**config.mk**
```make
export PLATFORM = sky130hd
export DESIGN_NAME = svga_seq_memory_mode_ctrl
export DESIGN_NICKNAME = d
export VERILOG_FILES = /design/src/core/svga_seq_pkg.sv /design/src/core/plane_sel_if.sv /design/src/core/svga_seq_memory_mode_ctrl.sv /design/src/core/plane_mapper.sv
export VERILOG_INCLUDE_DIRS = /design/src /design/src/core
export SDC_FILE = /design/constraint.sdc
export NUM_CORES = 1
export LEC_CHECK = 0
export BUFFER_PORTS_ARGS = -buffer_cell sky130_fd_sc_hd__clkbuf_2
export CAP_MARGIN = 20
export CORE_MARGIN = 3
export CORE_UTILIZATION = 30
export DETAILED_ROUTE_END_ITERATION = 6
export GPL_ROUTABILITY_DRIVEN = 0
export PLACE_DENSITY = 0.61
export SYNTH_ARGS = -nofsm -noshare
export SYNTH_HDL_FRONTEND = slang
export SYNTH_SLANG_ARGS = --single-unit
```
**constraint.sdc**
```tcl
create_clock -name ref_clk -period 4.39 [get_ports ref_clk]
set_input_delay 0.878 -clock ref_clk [delete_from_list [all_inputs] [get_ports ref_clk]]
set_output_delay 0.878 -clock ref_clk [all_outputs]
set_load 0.02 [all_outputs]
```
**src/core/svga_seq_params.svh**
```systemverilog
// constants for the sequencer memory mode and extension control registers
//
// Contract
// - chain-four clear: mask and read select pick plane; the code also uses address bit 0 in odd/even and divide-by-2
// - chain-four set: address bits 1..0 pick map
// - bit 2 low odd/even, high sequential addressing
// - bit 1 flags extended memory above 64 KB
// - memory mode bits 0 and 7..4 reserved
// - extension register blocked for access while locked
// - character width 6 + 2*high + clock bit; the code adds one when clock bit 0 is low
// - bit 2 is start address bit 16
// - bit 3 forces interlaced scanning
// - divide-by-2 shifts host address down one
// - bit 5 makes odd last pixel font data
// - bit 6 selects font bit display order
// - bit 7 fetches second graphics frame buffer
// - bit 7 changes display end to pixel count
// - extension register at 03c5 index 05, resets 01
// - write mask bits enable writes per plane
`ifndef SVGA_SEQ_PARAMS_SVH
`define SVGA_SEQ_PARAMS_SVH

`define SEQ_INDEX_PORT 16'h03c4
`define SEQ_DATA_PORT 16'h03c5
`define IDX_MEM_MODE 8'h04
`define IDX_EXT_CTRL0 8'h05
`define SEQ_INDEX_RST 8'h00
`define MEM_MODE_RST 8'h00
`define EXT_CTRL0_RST 8'h01
`define MEM_MODE_RW_MASK 8'h0e
`define MM_EXT_MEM_BIT 1
`define MM_SEQ_ADDR_BIT 2
`define MM_CHAIN4_BIT 3
`define EC_WIDTH_LSB 0
`define EC_START16_BIT 2
`define EC_INTERLACE_BIT 3
`define EC_DIV2_BIT 4
`define EC_ODD_FONT_BIT 5
`define EC_ORDER_BIT 6
`define EC_DUAL_BIT 7
`define CHAR_WIDTH_BASE 4'h6
`define CHAR_WIDTH_MAX 4'hd

`endif

```
**src/core/svga_seq_pkg.sv**
```systemverilog
// types shared by the sequencer memory mode block and its plane mapper
package svga_seq_pkg;

  // host addressing scheme chosen from the two registers
  typedef enum logic [1:0] {
    ADDR_SEQUENTIAL,
    ADDR_ODD_EVEN,
    ADDR_CHAIN4,
    ADDR_DIV2
  } addr_mode_e;

  // eight bit register value
  typedef logic [7:0] reg8_t;

endpackage : svga_seq_pkg

```
**src/core/plane_sel_if.sv**
```systemverilog
// carrier between the register block and the plane mapper
`timescale 1ns/1ps
`default_nettype none
interface plane_sel_if;
  import svga_seq_pkg::*;
  addr_mode_e mode; // active addressing scheme
  logic [3:0] plane_write_mask; // per plane write enables from software
  logic [1:0] read_plane_select; // plane for reads in plain mode
  logic [17:0] host_addr; // host memory address
  logic host_mem_stb; // host memory access strobe
  logic [3:0] write_en; // planes written by this access
  logic [1:0] read_plane; // plane read by this access
  logic [16:0] mem_addr; // display memory address
  logic mem_valid; // mapped access ready

  // register side drives the controls and takes the results
  modport ctrl (
    output mode, plane_write_mask, read_plane_select, host_addr, host_mem_stb,
    input write_en, read_plane, mem_addr, mem_valid
  );
  // mapper side takes the controls and drives the results
  modport mapper (
    input mode, plane_write_mask, read_plane_select, host_addr, host_mem_stb,
    output write_en, read_plane, mem_addr, mem_valid
  );
endinterface : plane_sel_if
`default_nettype wire

```
**src/core/svga_seq_memory_mode_ctrl.sv**
```systemverilog
// sequencer memory mode and extension control registers with plane mapping
`timescale 1ns/1ps
`default_nettype none
`include "svga_seq_params.svh"
module svga_seq_memory_mode_ctrl
  import svga_seq_pkg::*;
(
  input wire logic ref_clk,
  input wire logic rst_n,
  // host i/o port
  input wire logic [15:0] io_addr,
  input wire logic io_wr_stb,
  input wire logic io_rd_stb,
  input wire logic [7:0] io_wdata,
  output logic [7:0] io_rdata_r,
  output logic io_rd_ack_r,
  output logic io_rd_hit_r,
  // lock state of the extension register, from the unlock logic
  input wire logic ext_unlocked,
  // neighbouring sequencer and graphics controller registers
  input wire logic [7:0] seq_clocking_mode_reg,
  input wire logic [3:0] plane_write_mask,
  input wire logic [1:0] read_plane_select,
  input wire logic [7:0] start_addr_lo,
  input wire logic [7:0] start_addr_hi,
  // host memory access
  input wire logic host_mem_stb,
  input wire logic [17:0] host_addr,
  output logic [3:0] plane_write_en,
  output logic [1:0] read_plane,
  output logic [16:0] memory_address_out,
  output logic mem_access_valid,
  // font serializer feed
  input wire logic [7:0] font_byte,
  output logic [7:0] font_byte_ordered_r,
  // display controls
  output logic extended_memory_flag_r,
  output logic odd_even_mode_r,
  output logic [3:0] char_width_r,
  output logic [16:0] serial_start_addr_r,
  output logic interlace_en_r,
  output logic last_pixel_vga_rule_r,
  output logic dual_frame_en_r,
  output logic hde_counts_pixels_r
);

  // register state
  reg8_t seq_index_r; // sequencer index held at the index port
  reg8_t memory_mode_r; // only writable bits are ever set
  reg8_t extended_control_zero_r; // extension control register

  // port and index decode
  wire idx_port = (io_addr == `SEQ_INDEX_PORT);
  wire data_port = (io_addr == `SEQ_DATA_PORT);
  wire sel_mm = data_port && (seq_index_r == `IDX_MEM_MODE);
  wire sel_ec = data_port && (seq_index_r == `IDX_EXT_CTRL0);
  // writes that land in a register
  wire wr_index = io_wr_stb && idx_port;
  wire wr_mm = io_wr_stb && sel_mm;
  wire wr_ec = io_wr_stb && sel_ec && ext_unlocked;

  // next register values
  wire [7:0] mm_nxt = io_wdata & `MEM_MODE_RW_MASK;
  wire [7:0] seq_index_nxt = io_wdata;

  // read selection: locked extension reads give zero
  wire [7:0] rd_sel =
    idx_port ? seq_index_r :
    sel_mm ? memory_mode_r :
    sel_ec ? (ext_unlocked ? extended_control_zero_r : 8'h00) :
    8'h00;
  // this block answers for the index port and its two indices
  wire rd_hit = idx_port || sel_mm || sel_ec;

  // fields of the two registers
  wire chain4 = memory_mode_r[`MM_CHAIN4_BIT];
  wire seq_addr = memory_mode_r[`MM_SEQ_ADDR_BIT];
  wire [1:0] width_hi = extended_control_zero_r[`EC_WIDTH_LSB +: 2];
  wire cpu_div2 = extended_control_zero_r[`EC_DIV2_BIT];
  wire odd_font = extended_control_zero_r[`EC_ODD_FONT_BIT];
  wire lsb_first = extended_control_zero_r[`EC_ORDER_BIT];

  // width: base plus twice the high field, one more when clock bit 0 is low
  wire [3:0] width_twice = {1'b0, width_hi, 1'b0};
  wire [3:0] width_extra = {3'h0, ~seq_clocking_mode_reg[0]};
  wire [3:0] char_width_nxt = `CHAR_WIDTH_BASE + width_twice + width_extra;

  // addressing scheme, chain-four first, then divide-by-2, then odd/even
  wire addr_mode_e mode_sel =
    chain4 ? ADDR_CHAIN4 :
    cpu_div2 ? ADDR_DIV2 :
    !seq_addr ? ADDR_ODD_EVEN :
    ADDR_SEQUENTIAL;

  // font byte mirrored when bit 0 is to be shown first
  wire [7:0] font_mirror;
  genvar gi;
  generate
    for (gi = 0; gi < 8; gi++) begin : g_mirror
      assign font_mirror[gi] = font_byte[7 - gi];
    end
  endgenerate
  wire [7:0] font_nxt = lsb_first ? font_mirror : font_byte;

  // plane mapper link
  plane_sel_if psel ();
  assign psel.mode = mode_sel;
  assign psel.plane_write_mask = plane_write_mask;
  assign psel.read_plane_select = read_plane_select;
  assign psel.host_addr = host_addr;
  assign psel.host_mem_stb = host_mem_stb;

  // mapper registers its results, so these outputs come from flip-flops
  plane_mapper u_mapper (
    .ref_clk(ref_clk),
    .rst_n(rst_n),
    .bus(psel.mapper)
  );
  assign plane_write_en = psel.write_en;
  assign read_plane = psel.read_plane;
  assign memory_address_out = psel.mem_addr;
  assign mem_access_valid = psel.mem_valid;

  // sequencer index
  always_ff @(posedge ref_clk or negedge rst_n) begin
    if (!rst_n) begin
      seq_index_r <= `SEQ_INDEX_RST;
    end else if (wr_index) begin
      seq_index_r <= seq_index_nxt;
    end
  end

  // memory mode register, reserved bits never stored
  always_ff @(posedge ref_clk or negedge rst_n) begin
    if (!rst_n) begin
      memory_mode_r <= `MEM_MODE_RST;
    end else if (wr_mm) begin
      memory_mode_r <= mm_nxt;
    end
  end

  // extension control register, written only while unlocked
  always_ff @(posedge ref_clk or negedge rst_n) begin
    if (!rst_n) begin
      extended_control_zero_r <= `EXT_CTRL0_RST;
    end else if (wr_ec) begin
      extended_control_zero_r <= io_wdata;
    end
  end

  // read answer one cycle after the strobe
  always_ff @(posedge ref_clk or negedge rst_n) begin
    if (!rst_n) begin
      io_rdata_r <= 8'h00;
      io_rd_ack_r <= 1'b0;
      io_rd_hit_r <= 1'b0;
    end else begin
      io_rd_ack_r <= io_rd_stb;
      io_rd_hit_r <= io_rd_stb && rd_hit;
      if (io_rd_stb) begin
        io_rdata_r <= rd_sel;
      end
    end
  end

  // memory mode controls
  always_ff @(posedge ref_clk or negedge rst_n) begin
    if (!rst_n) begin
      extended_memory_flag_r <= 1'b0;
      odd_even_mode_r <= 1'b0;
    end else begin
      extended_memory_flag_r <= memory_mode_r[`MM_EXT_MEM_BIT];
      odd_even_mode_r <= !seq_addr && !chain4;
    end
  end

  // character width and last pixel source
  always_ff @(posedge ref_clk or negedge rst_n) begin
    if (!rst_n) begin
      char_width_r <= `CHAR_WIDTH_BASE;
      last_pixel_vga_rule_r <= 1'b0;
    end else begin
      char_width_r <= char_width_nxt;
      last_pixel_vga_rule_r <= char_width_nxt[0] && !odd_font;
    end
  end

  // start address, interlace and dual buffer controls
  always_ff @(posedge ref_clk or negedge rst_n) begin
    if (!rst_n) begin
      serial_start_addr_r <= 17'h00000;
      interlace_en_r <= 1'b0;
      dual_frame_en_r <= 1'b0;
      hde_counts_pixels_r <= 1'b0;
    end else begin
      serial_start_addr_r <= {extended_control_zero_r[`EC_START16_BIT],
                              start_addr_hi, start_addr_lo};
      interlace_en_r <= extended_control_zero_r[`EC_INTERLACE_BIT];
      dual_frame_en_r <= extended_control_zero_r[`EC_DUAL_BIT];
      hde_counts_pixels_r <= extended_control_zero_r[`EC_DUAL_BIT];
    end
  end

  // font byte in display order
  always_ff @(posedge ref_clk or negedge rst_n) begin
    if (!rst_n) begin
      font_byte_ordered_r <= 8'h00;
    end else begin
      font_byte_ordered_r <= font_nxt;
    end
  end
endmodule : svga_seq_memory_mode_ctrl
`default_nettype wire

```
**src/core/plane_mapper.sv**
```systemverilog
// maps a host memory access onto display planes and a memory address
`timescale 1ns/1ps
`default_nettype none
module plane_mapper
  import svga_seq_pkg::*;
(
  input wire logic ref_clk,
  input wire logic rst_n,
  plane_sel_if.mapper bus
);

  // one-hot map selected by the two low address bits
  wire [3:0] chain_onehot = 4'h1 << bus.host_addr[1:0];
  // even maps for address bit 0 low, odd maps for high
  wire [3:0] oe_maps = bus.host_addr[0] ? 4'ha : 4'h5;
  // maps 0/1 or maps 2/3 under divide-by-2
  wire [3:0] div_maps = bus.host_addr[0] ? 4'hc : 4'h3;

  // write enables per scheme, always gated by the mask
  wire [3:0] we_nxt =
    (bus.mode == ADDR_CHAIN4) ? (chain_onehot & bus.plane_write_mask) :
    (bus.mode == ADDR_DIV2) ? (div_maps & bus.plane_write_mask) :
    (bus.mode == ADDR_ODD_EVEN) ? (oe_maps & bus.plane_write_mask) :
    bus.plane_write_mask;
  // read plane per scheme
  wire [1:0] rp_nxt =
    (bus.mode == ADDR_CHAIN4) ? bus.host_addr[1:0] :
    (bus.mode == ADDR_DIV2) ? {bus.host_addr[0], bus.read_plane_select[0]} :
    (bus.mode == ADDR_ODD_EVEN) ? {bus.read_plane_select[1], bus.host_addr[0]} :
    bus.read_plane_select;
  // memory address per scheme
  wire [16:0] mem_addr_nxt =
    (bus.mode == ADDR_CHAIN4) ? {1'b0, bus.host_addr[17:2]} :
    (bus.mode == ADDR_DIV2) ? {bus.host_addr[17], bus.host_addr[16:1]} :
    (bus.mode == ADDR_ODD_EVEN) ? bus.host_addr[17:1] :
    bus.host_addr[16:0];

  // results are registered; write enables, read plane and address held between accesses
  always_ff @(posedge ref_clk or negedge rst_n) begin
    if (!rst_n) begin
      bus.write_en <= 4'h0;
      bus.read_plane <= 2'h0;
      bus.mem_addr <= 17'h00000;
      bus.mem_valid <= 1'b0;
    end else begin
      bus.mem_valid <= bus.host_mem_stb;
      if (bus.host_mem_stb) begin
        bus.write_en <= we_nxt;
        bus.read_plane <= rp_nxt;
        bus.mem_addr <= mem_addr_nxt;
      end
    end
  end
endmodule : plane_mapper
`default_nettype wire

```
==> reports/qor.yml, run 1 <==
grt:
  antenna_found_initial: 0
  grt_max_degree: 57
  met3_usage_pct: 5.120
  grt_pass1_wl_mm: 15.48
  grt-ovfl-total: 0
  grt_util_met1_pct: 18.00
  busiest_layer: "met2"
  use_met2_pct: 21.24
  grtUsageTotal_pct: 13.69
  grt_pass1_vias: 3059
pwr:
  power.density_nw_per_um2: 359.4
  peakVddDrop_v: 0.0001871
  total_power_w: 0.001790
  power.leakage_nw: 2.459
die:
  core_area_um2: 12210
  io_pins: 155
  die_h_um: 118.6
  die-area_um2: 14070
  start_util_pct: 31.15
  dieWidth_um: 118.6
  rows: 40
job:
  drv_cap: 0
cells_and_area:
  filler_cell_count: 1243
  multi_input_area_um2: 1429
  register_area_um2: 2181
  diodes: 0
  fin_util_pct: 40.78
  fin_nets: 546
  syn_to_final_growth_pct: 30.92
  drive_gt1_share_pct: 44.40
clocking:
  clock-root-buffer: "clkbuf_16"
  cts-hold-fix-buffers: 0
  cts_resized: 0
  cts_made_buffers: 9
  clk_latency_ns: 0.33
  htreeDepth: 3
  post_cts_buffers: 0
  path_clk_slew_ns: 0.06
  cts.sinks: 87
  clockBufferDepth: 2
  cts_tree: "built"
synthesis:
  synth_cell_type_count: 48
  yosys_warnings: 0
  synthCells: 320
  dominantRegCellSynth: "dfrtp_1"
  synth_edf_count: 0
  avgSynthCellArea_um2: 11.89
  synth_nets: 407
  ys_async_sr_fraction_pct: 100.0
  synth_area_um2: 3804
  seq_area_frac_synth_pct: 57.34
  yosys_register_bits: 87
setup_path:
  critPathArrivalTime_ns: 2.51
  critical_path.endpoint_type: "flip-flop"
  crit_required_ns: 4.61
  startpoint_type: "input port"
  cp_top_family: "simple AND/OR/NAND/NOR gates"
  crit_type: "in -> reg"
  crit_chain: "clkbuf_2 > or4_4 > nor4_4 > nand3_4 > mux2_4"
  cp_slowest_cell: "or4_4"
  path_buf_inv: 1
  max_stage_delay_ns: 0.55
  cp_max_fo: 8
route:
  via_per_inst: 4.703
  wl_mm: 9.319
  remaining_drc_errors: 0
  drt_first_pass_iters: 4
  drtIter0Drc: 121
  vias: 2972
  drt.antenna.violating_nets: 0
  wl_per_cell_um: 14.75
placement:
  io_buffers: 147
  dpl.hpwl_mm: 6.802
timing:
  slew_headroom_pct: 49.39
  drv_slew: 0
  fin_skew_ns: 0.002442
  setup_viol: 0
  rsz0062_at_grt: "false"
  finalCriticalPeriod_ns: 2.294
  worst_pin_slew_ns: 0.7592
  fin_setup_tns_ns: 0
  min_period_over_period_pct: 52.25
  max_freq_mhz: 436.0
  hold_viol: 0
status:
  status: "finished clean"
hold_path:
  hold_path_class: "reg -> reg"
report_power, final:
part	internal [W]	total, W	switching, W	leakage, nW
clock	0.000455	0.000754	0.000299	0.143
sequential	0.000834	0.000846	0.0000125	1.09
combinational	0.0000727	0.000190	0.000117	1.22
total	0.00136	0.00179	0.000429	2.46
cells in the mapped netlist, types with 8 or more instances:
library cell | count | area [um2]
o2bb2ai_1 | 8 | 70.07
o21a_1 | 15 | 112.6
o22ai_1 | 17 | 106.4
dfrtp_1 | 84 | 2102
o21ai_0 | 26 | 130.1
nor2b_1 | 12 | 75.07
inv_1 | 27 | 101.4
a211oi_1 | 15 | 112.6
mux2_2 | 17 | 191.4
mux2_4 | 8 | 120.1
clkbuf_1 | 19 | 71.32
cell families (layout without fill, tap and decap cells):
| family | after synthesis | count (layout) | share of synthesized area, % |
|---|---|---|---|
| compound gates | 97 | 97 | 16.84 |
| flops | 87 | 87 | 57.34 |
| simple gates | 54 | 54 | 10.53 |
| buf+inv | 50 | 194 | 5.099 |
| mux | 31 | 31 | 9.868 |
| fa+ha+maj | 1 | 1 | 0.3289 |
worst register-to-register path: stages, from the launching register on:
cell and delay [ns]:
dfrtp_1 0.39, or4_4 0.58, nor3_4 0.35, nand3_4 0.24
mux2_4 0.36
state kept, by name, indices dropped and copies added (netlist names):
signal and count:
serial_start_addr_r 17, u_mapper.bus.mem_addr 17, extended_control_zero_r 8, font_byte_ordered_r 8, io_rdata_r 8, seq_index_r 8
char_width_r 4, u_mapper.bus.write_en 4, memory_mode_r 3, u_mapper.bus.read_plane 2, dual_frame_en_r 1, extended_memory_flag_r 1
interlace_en_r 1, io_rd_ack_r 1, io_rd_hit_r 1, last_pixel_vga_rule_r 1, odd_even_mode_r 1, u_mapper.bus.mem_valid 1
layout by cell type (no fill, tap or decap), types with 9 or more instances in the layout:
cell,instances
clkbuf_2,146
mux2_2,17
a211oi_1,15
o21a_1,15
inv_1,27
dfrtp_1,84
o22ai_1,17
o21ai_0,26
clkbuf_16,9
nor2b_1,12
area by class of cell:
type,count,area share (%)
clock buffers,12,4.950
flip-flops and latches,87,43.79
well taps,168,4.221
inverters,28,2.111
repair buffers,150,15.28
multi-input cells,183,28.69
clock inverters,4,0.9548
stage by stage:
| step | std cells | hold slack [ns] | setup WS (ns) | area [um2] |
|---|---|---|---|---|
| after detailed placement | 616 | 0.3883 | 1.733 | 4686 |
| after floorplan | 320 | 0.3702 | 1.984 | 3804 |
| after CTS | 632 | 0.4028 | 2.100 | 4980 |
| after global placement | 616 | 0.3847 | 1.738 | 4686 |
| final | 632 | 0.3975 | 2.096 | 4980 |
| after global routing | 632 | 0.4227 | 2.044 | 4980 |
per-layer routing:
| metal | part of all wire, % | up-vias |
|---|---|---|
| met2 | 46 | 112 |
| met4 | 1.1 | 0 |
| met3 | 6.6 | 7 |
| met5 | 0 | - |
| li1 | - | 1421 |
| met1 | 47 | 1432 |
path summary, 6_finish.rpt:
check,depth (start not counted),slack [ns],endpoint,from
worst max-delay path,5,2.10,extended_control_zero_r[4],io_addr[10]
min in group asynchronous,1,0.59,u_mapper.bus.mem_addr[12],rst_n
worst min-delay path,0,0.40,extended_memory_flag_r,memory_mode_r[1]
max in group asynchronous,2,2.88,extended_control_zero_r[0],rst_n
worst min register to register,0,0.40,extended_memory_flag_r,memory_mode_r[1]
worst max register to register,4,2.36,extended_control_zero_r[4],seq_index_r[4]
(Power assumes the default switching activity.)
==> run 2, diff against run 1 <==
--- a/config.mk
+++ b/config.mk
@@ -6,13 +6,14 @@
 export SDC_FILE = /design/constraint.sdc
 export NUM_CORES = 1
 export LEC_CHECK = 0
+export ABC_AREA = 1
 export BUFFER_PORTS_ARGS = -buffer_cell sky130_fd_sc_hd__clkbuf_2
 export CAP_MARGIN = 20
 export CORE_MARGIN = 3
 export CORE_UTILIZATION = 30
 export DETAILED_ROUTE_END_ITERATION = 6
 export GPL_ROUTABILITY_DRIVEN = 0
-export PLACE_DENSITY = 0.61
+export PLACE_DENSITY = 0.63
 export SYNTH_ARGS = -nofsm -noshare
 export SYNTH_HDL_FRONTEND = slang
 export SYNTH_SLANG_ARGS = --single-unit
==> constraint.sdc (replaced) <==
create_clock -name ref_clk -period 2.1 [get_ports ref_clk]
set_input_delay 0.42 -clock ref_clk [delete_from_list [all_inputs] [get_ports ref_clk]]
set_output_delay 0.42 -clock ref_clk [all_outputs]
set_load 0.02 [all_outputs]
==> run 2 against run 1 <==
Count of clock-buffer cells in the layout is the same. Design area grew 0.55%. Clock power grew 120%. Wire length grew 4.6%. Combinational power grew 110%. Setup slack lost 1.6 ns. Non-clock buffer count grew 2. Power grew 110%. Global-route usage grew 0.70 points. Sequential power grew 110%. Utilization grew 0.39 points.
==> reports/qor.yml, run 2 <==
pwr:
  switchingPower_w: 0.0009371
  power.density_nw_per_um2: 767.9
  pwr-share-clk_pct: 43.4
  p_comb_share_pct: 10.4
  internal_power_w: 0.002908
  peakVddDrop_v: 0.0004596
  p_seq_share_pct: 46.2
  sw_frac_of_total_pct: 24.37
  power.leakage_nw: 2.663
die:
  die_h_um: 118.1
  io_pins: 155
  core_area_um2: 12160
  die-area_um2: 13950
  start_util_pct: 31.00
  dieWidth_um: 118.1
  rows: 40
setup_path:
  critical_path.endpoint_type: "flip-flop"
  crit_required_ns: 2.32
  startpoint_type: "flip-flop"
  crit_type: "reg -> reg"
  critPathArrivalTime_ns: 1.87
  cp_max_fo: 16
  reg2reg_depth: 8
synthesis:
  yosys_register_bits: 87
  yosysMostFrequentCell: "nand2_1"
  seq_area_frac_synth_pct: 57.85
  yosysTopAreaCell: "dfrtp_1"
  ys_top_cells_by_area: "dfrtp_1, nand2_1, inv_1"
  synth_edf_count: 0
  synthCells: 410
  ys_async_sr_fraction_pct: 100.0
  avgSynthCellArea_um2: 9.195
  synth_nets: 497
  synth_top_cell_area_share_pct: 55.76
  synth_commonest_cells: "nand2_1, dfrtp_1, inv_1"
  yosys_warnings: 0
  dominantRegCellSynth: "dfrtp_1"
  synth_area_um2: 3770
  synth_cell_type_count: 32
route:
  drtIter0Drc: 359
  wl_mm: 9.747
  drt.antenna.violating_nets: 0
  via_per_inst: 4.620
  remaining_drc_errors: 0
  vias: 3368
  drt_first_pass_iters: 4
  wl_per_cell_um: 13.37
cells_and_area:
  syn_to_final_growth_pct: 32.82
  final_cell_mix: "clkbuf_2, nand2_1, dfrtp_1"
  top_regs: "serial_start_addr_r (17), u_mapper.bus.mem_addr (17)"
  drive_gt1_share_pct: 35.47
  fin_nets: 643
  layout_commonest_cell: "clkbuf_2"
  diodes: 0
  final_cell_area_um2: 5007
clocking:
  cts-hold-fix-buffers: 0
  post_cts_buffers: 0
  clockBufferDepth: 2
  cts_made_buffers: 9
  cts_tree: "built"
  path_clk_slew_ns: 0.07
  clock-root-buffer: "clkbuf_16"
  clk_latency_ns: 0.34
  cts_resized: 0
  htreeDepth: 3
  cts.sinks: 87
grt:
  antenna_found_initial: 0
  grt_pass1_wl_mm: 16.33
  grt_pass1_vias: 3340
  grt_max_degree: 88
  grt-ovfl-total: 0
  grtUsageTotal_pct: 14.39
timing:
  finalCriticalPeriod_ns: 1.650
  fin_skew_ns: 0.005616
  rsz0062_at_grt: "false"
  fin_setup_tns_ns: 0
  slew_headroom_pct: 66.65
  drv_slew: 0
  worst_pin_slew_ns: 0.4991
  max_freq_mhz: 605.9
  min_period_over_period_pct: 78.59
  setup_viol: 0
  hold_viol: 0
  hold_ws_ns: 0.09273
placement:
  dpl.hpwl_mm: 7.323
  io_buffers: 147
  place_area_um2: 4688
status:
  status: "finished clean"
job:
  drv_cap: 0
hold_path:
  hold_path_class: "in -> async"
-- run 2: cell types whose count changed after synthesis, sizes merged, moves of 12 or more --
cell	previous run	this run
nor2	8	42
o22ai	17	0
nand3	5	27
o21a	15	0
inv	27	44
o21bai	0	13
o211ai	0	18
mux2	28	0
a211oi	15	1
nor2b	12	0
nand2	7	108
-- run 2: logic make-up after synthesis --
group	count (synthesis)	share of synthesized area (%)
buffers and inverters	62	6.605
adder cells (fa/ha/maj)	1	0.3318
flip-flops	87	57.85
AO/OA/AOI/OAI	74	12.94
AND/OR/NAND/NOR	186	22.27
-- run 2: per-layer routing --
metal | vias to the layer above | share of wire, % | track usage (%)
li1 | 1610 | - | -
met1 | 1607 | 44 | 17.83
met2 | 139 | 47 | 23.29
met3 | 12 | 8.1 | 5.430
met4 | 0 | 1.4 | 4.396
met5 | - | 0 | 0
-- run 2: cell type report --
type,count,area [um2]
Clock inverter,4,52.55
Fill cell,1244,7154
Multi-Input combinational cell,261,1340
Sequential cell,87,2181
Timing Repair Buffer,152,788.3
Clock buffer,12,266.5
Inverter,45,168.9
Tap cell,168,210.2
-- run 2: power by group through the flow --
stage                     combinational, W  sequential, W  clock (W)
after floorplan                  0.0000965        0.00189          0
after global placement            0.000399        0.00181          0
after detailed placement          0.000406        0.00181          0
final                             0.000400        0.00178    0.00167
after CTS                         0.000407        0.00178    0.00173
after global routing              0.000443        0.00178    0.00179
-- run 2: final timing paths --
check	start	end	slack (ns)
worst max register to register	seq_index_r[7]	extended_control_zero_r[7]	0.45
max in group asynchronous	rst_n	extended_control_zero_r[0]	1.59
min in group ref_clk	start_addr_lo[2]	serial_start_addr_r[2]	0.19
worst min register to register	extended_control_zero_r[7]	dual_frame_en_r	0.41
worst max-delay path	seq_index_r[7]	extended_control_zero_r[7]	0.45
worst min-delay path	rst_n	u_mapper.bus.mem_addr[9]	0.09
-- run 2: worst max-delay path, stage by stage (launching register included) --
cell     delay (ns)
dfrtp_1        0.40
nor2_1         0.12
nand2_1        0.13
nor2_4         0.19
inv_2          0.08
nor2_8         0.17
nand3_4        0.23
nand2_1        0.15
o21ai_2        0.06
-- run 2: metrics by stage --
step | util (%) | setup slack, ns | total power, W | instances
4_1_cts | 41.17 | 0.4657 | 0.003917 | 729
6_report | 41.17 | 0.4497 | 0.003845 | 729
3_3_place_gp | 38.55 | 0.3416 | 0.002204 | 713
3_5_place_dp | 38.55 | 0.3005 | 0.002213 | 713
5_1_grt | 41.17 | 0.3117 | 0.004016 | 729
2_1_floorplan | - | 0.6071 | 0.001986 | 410
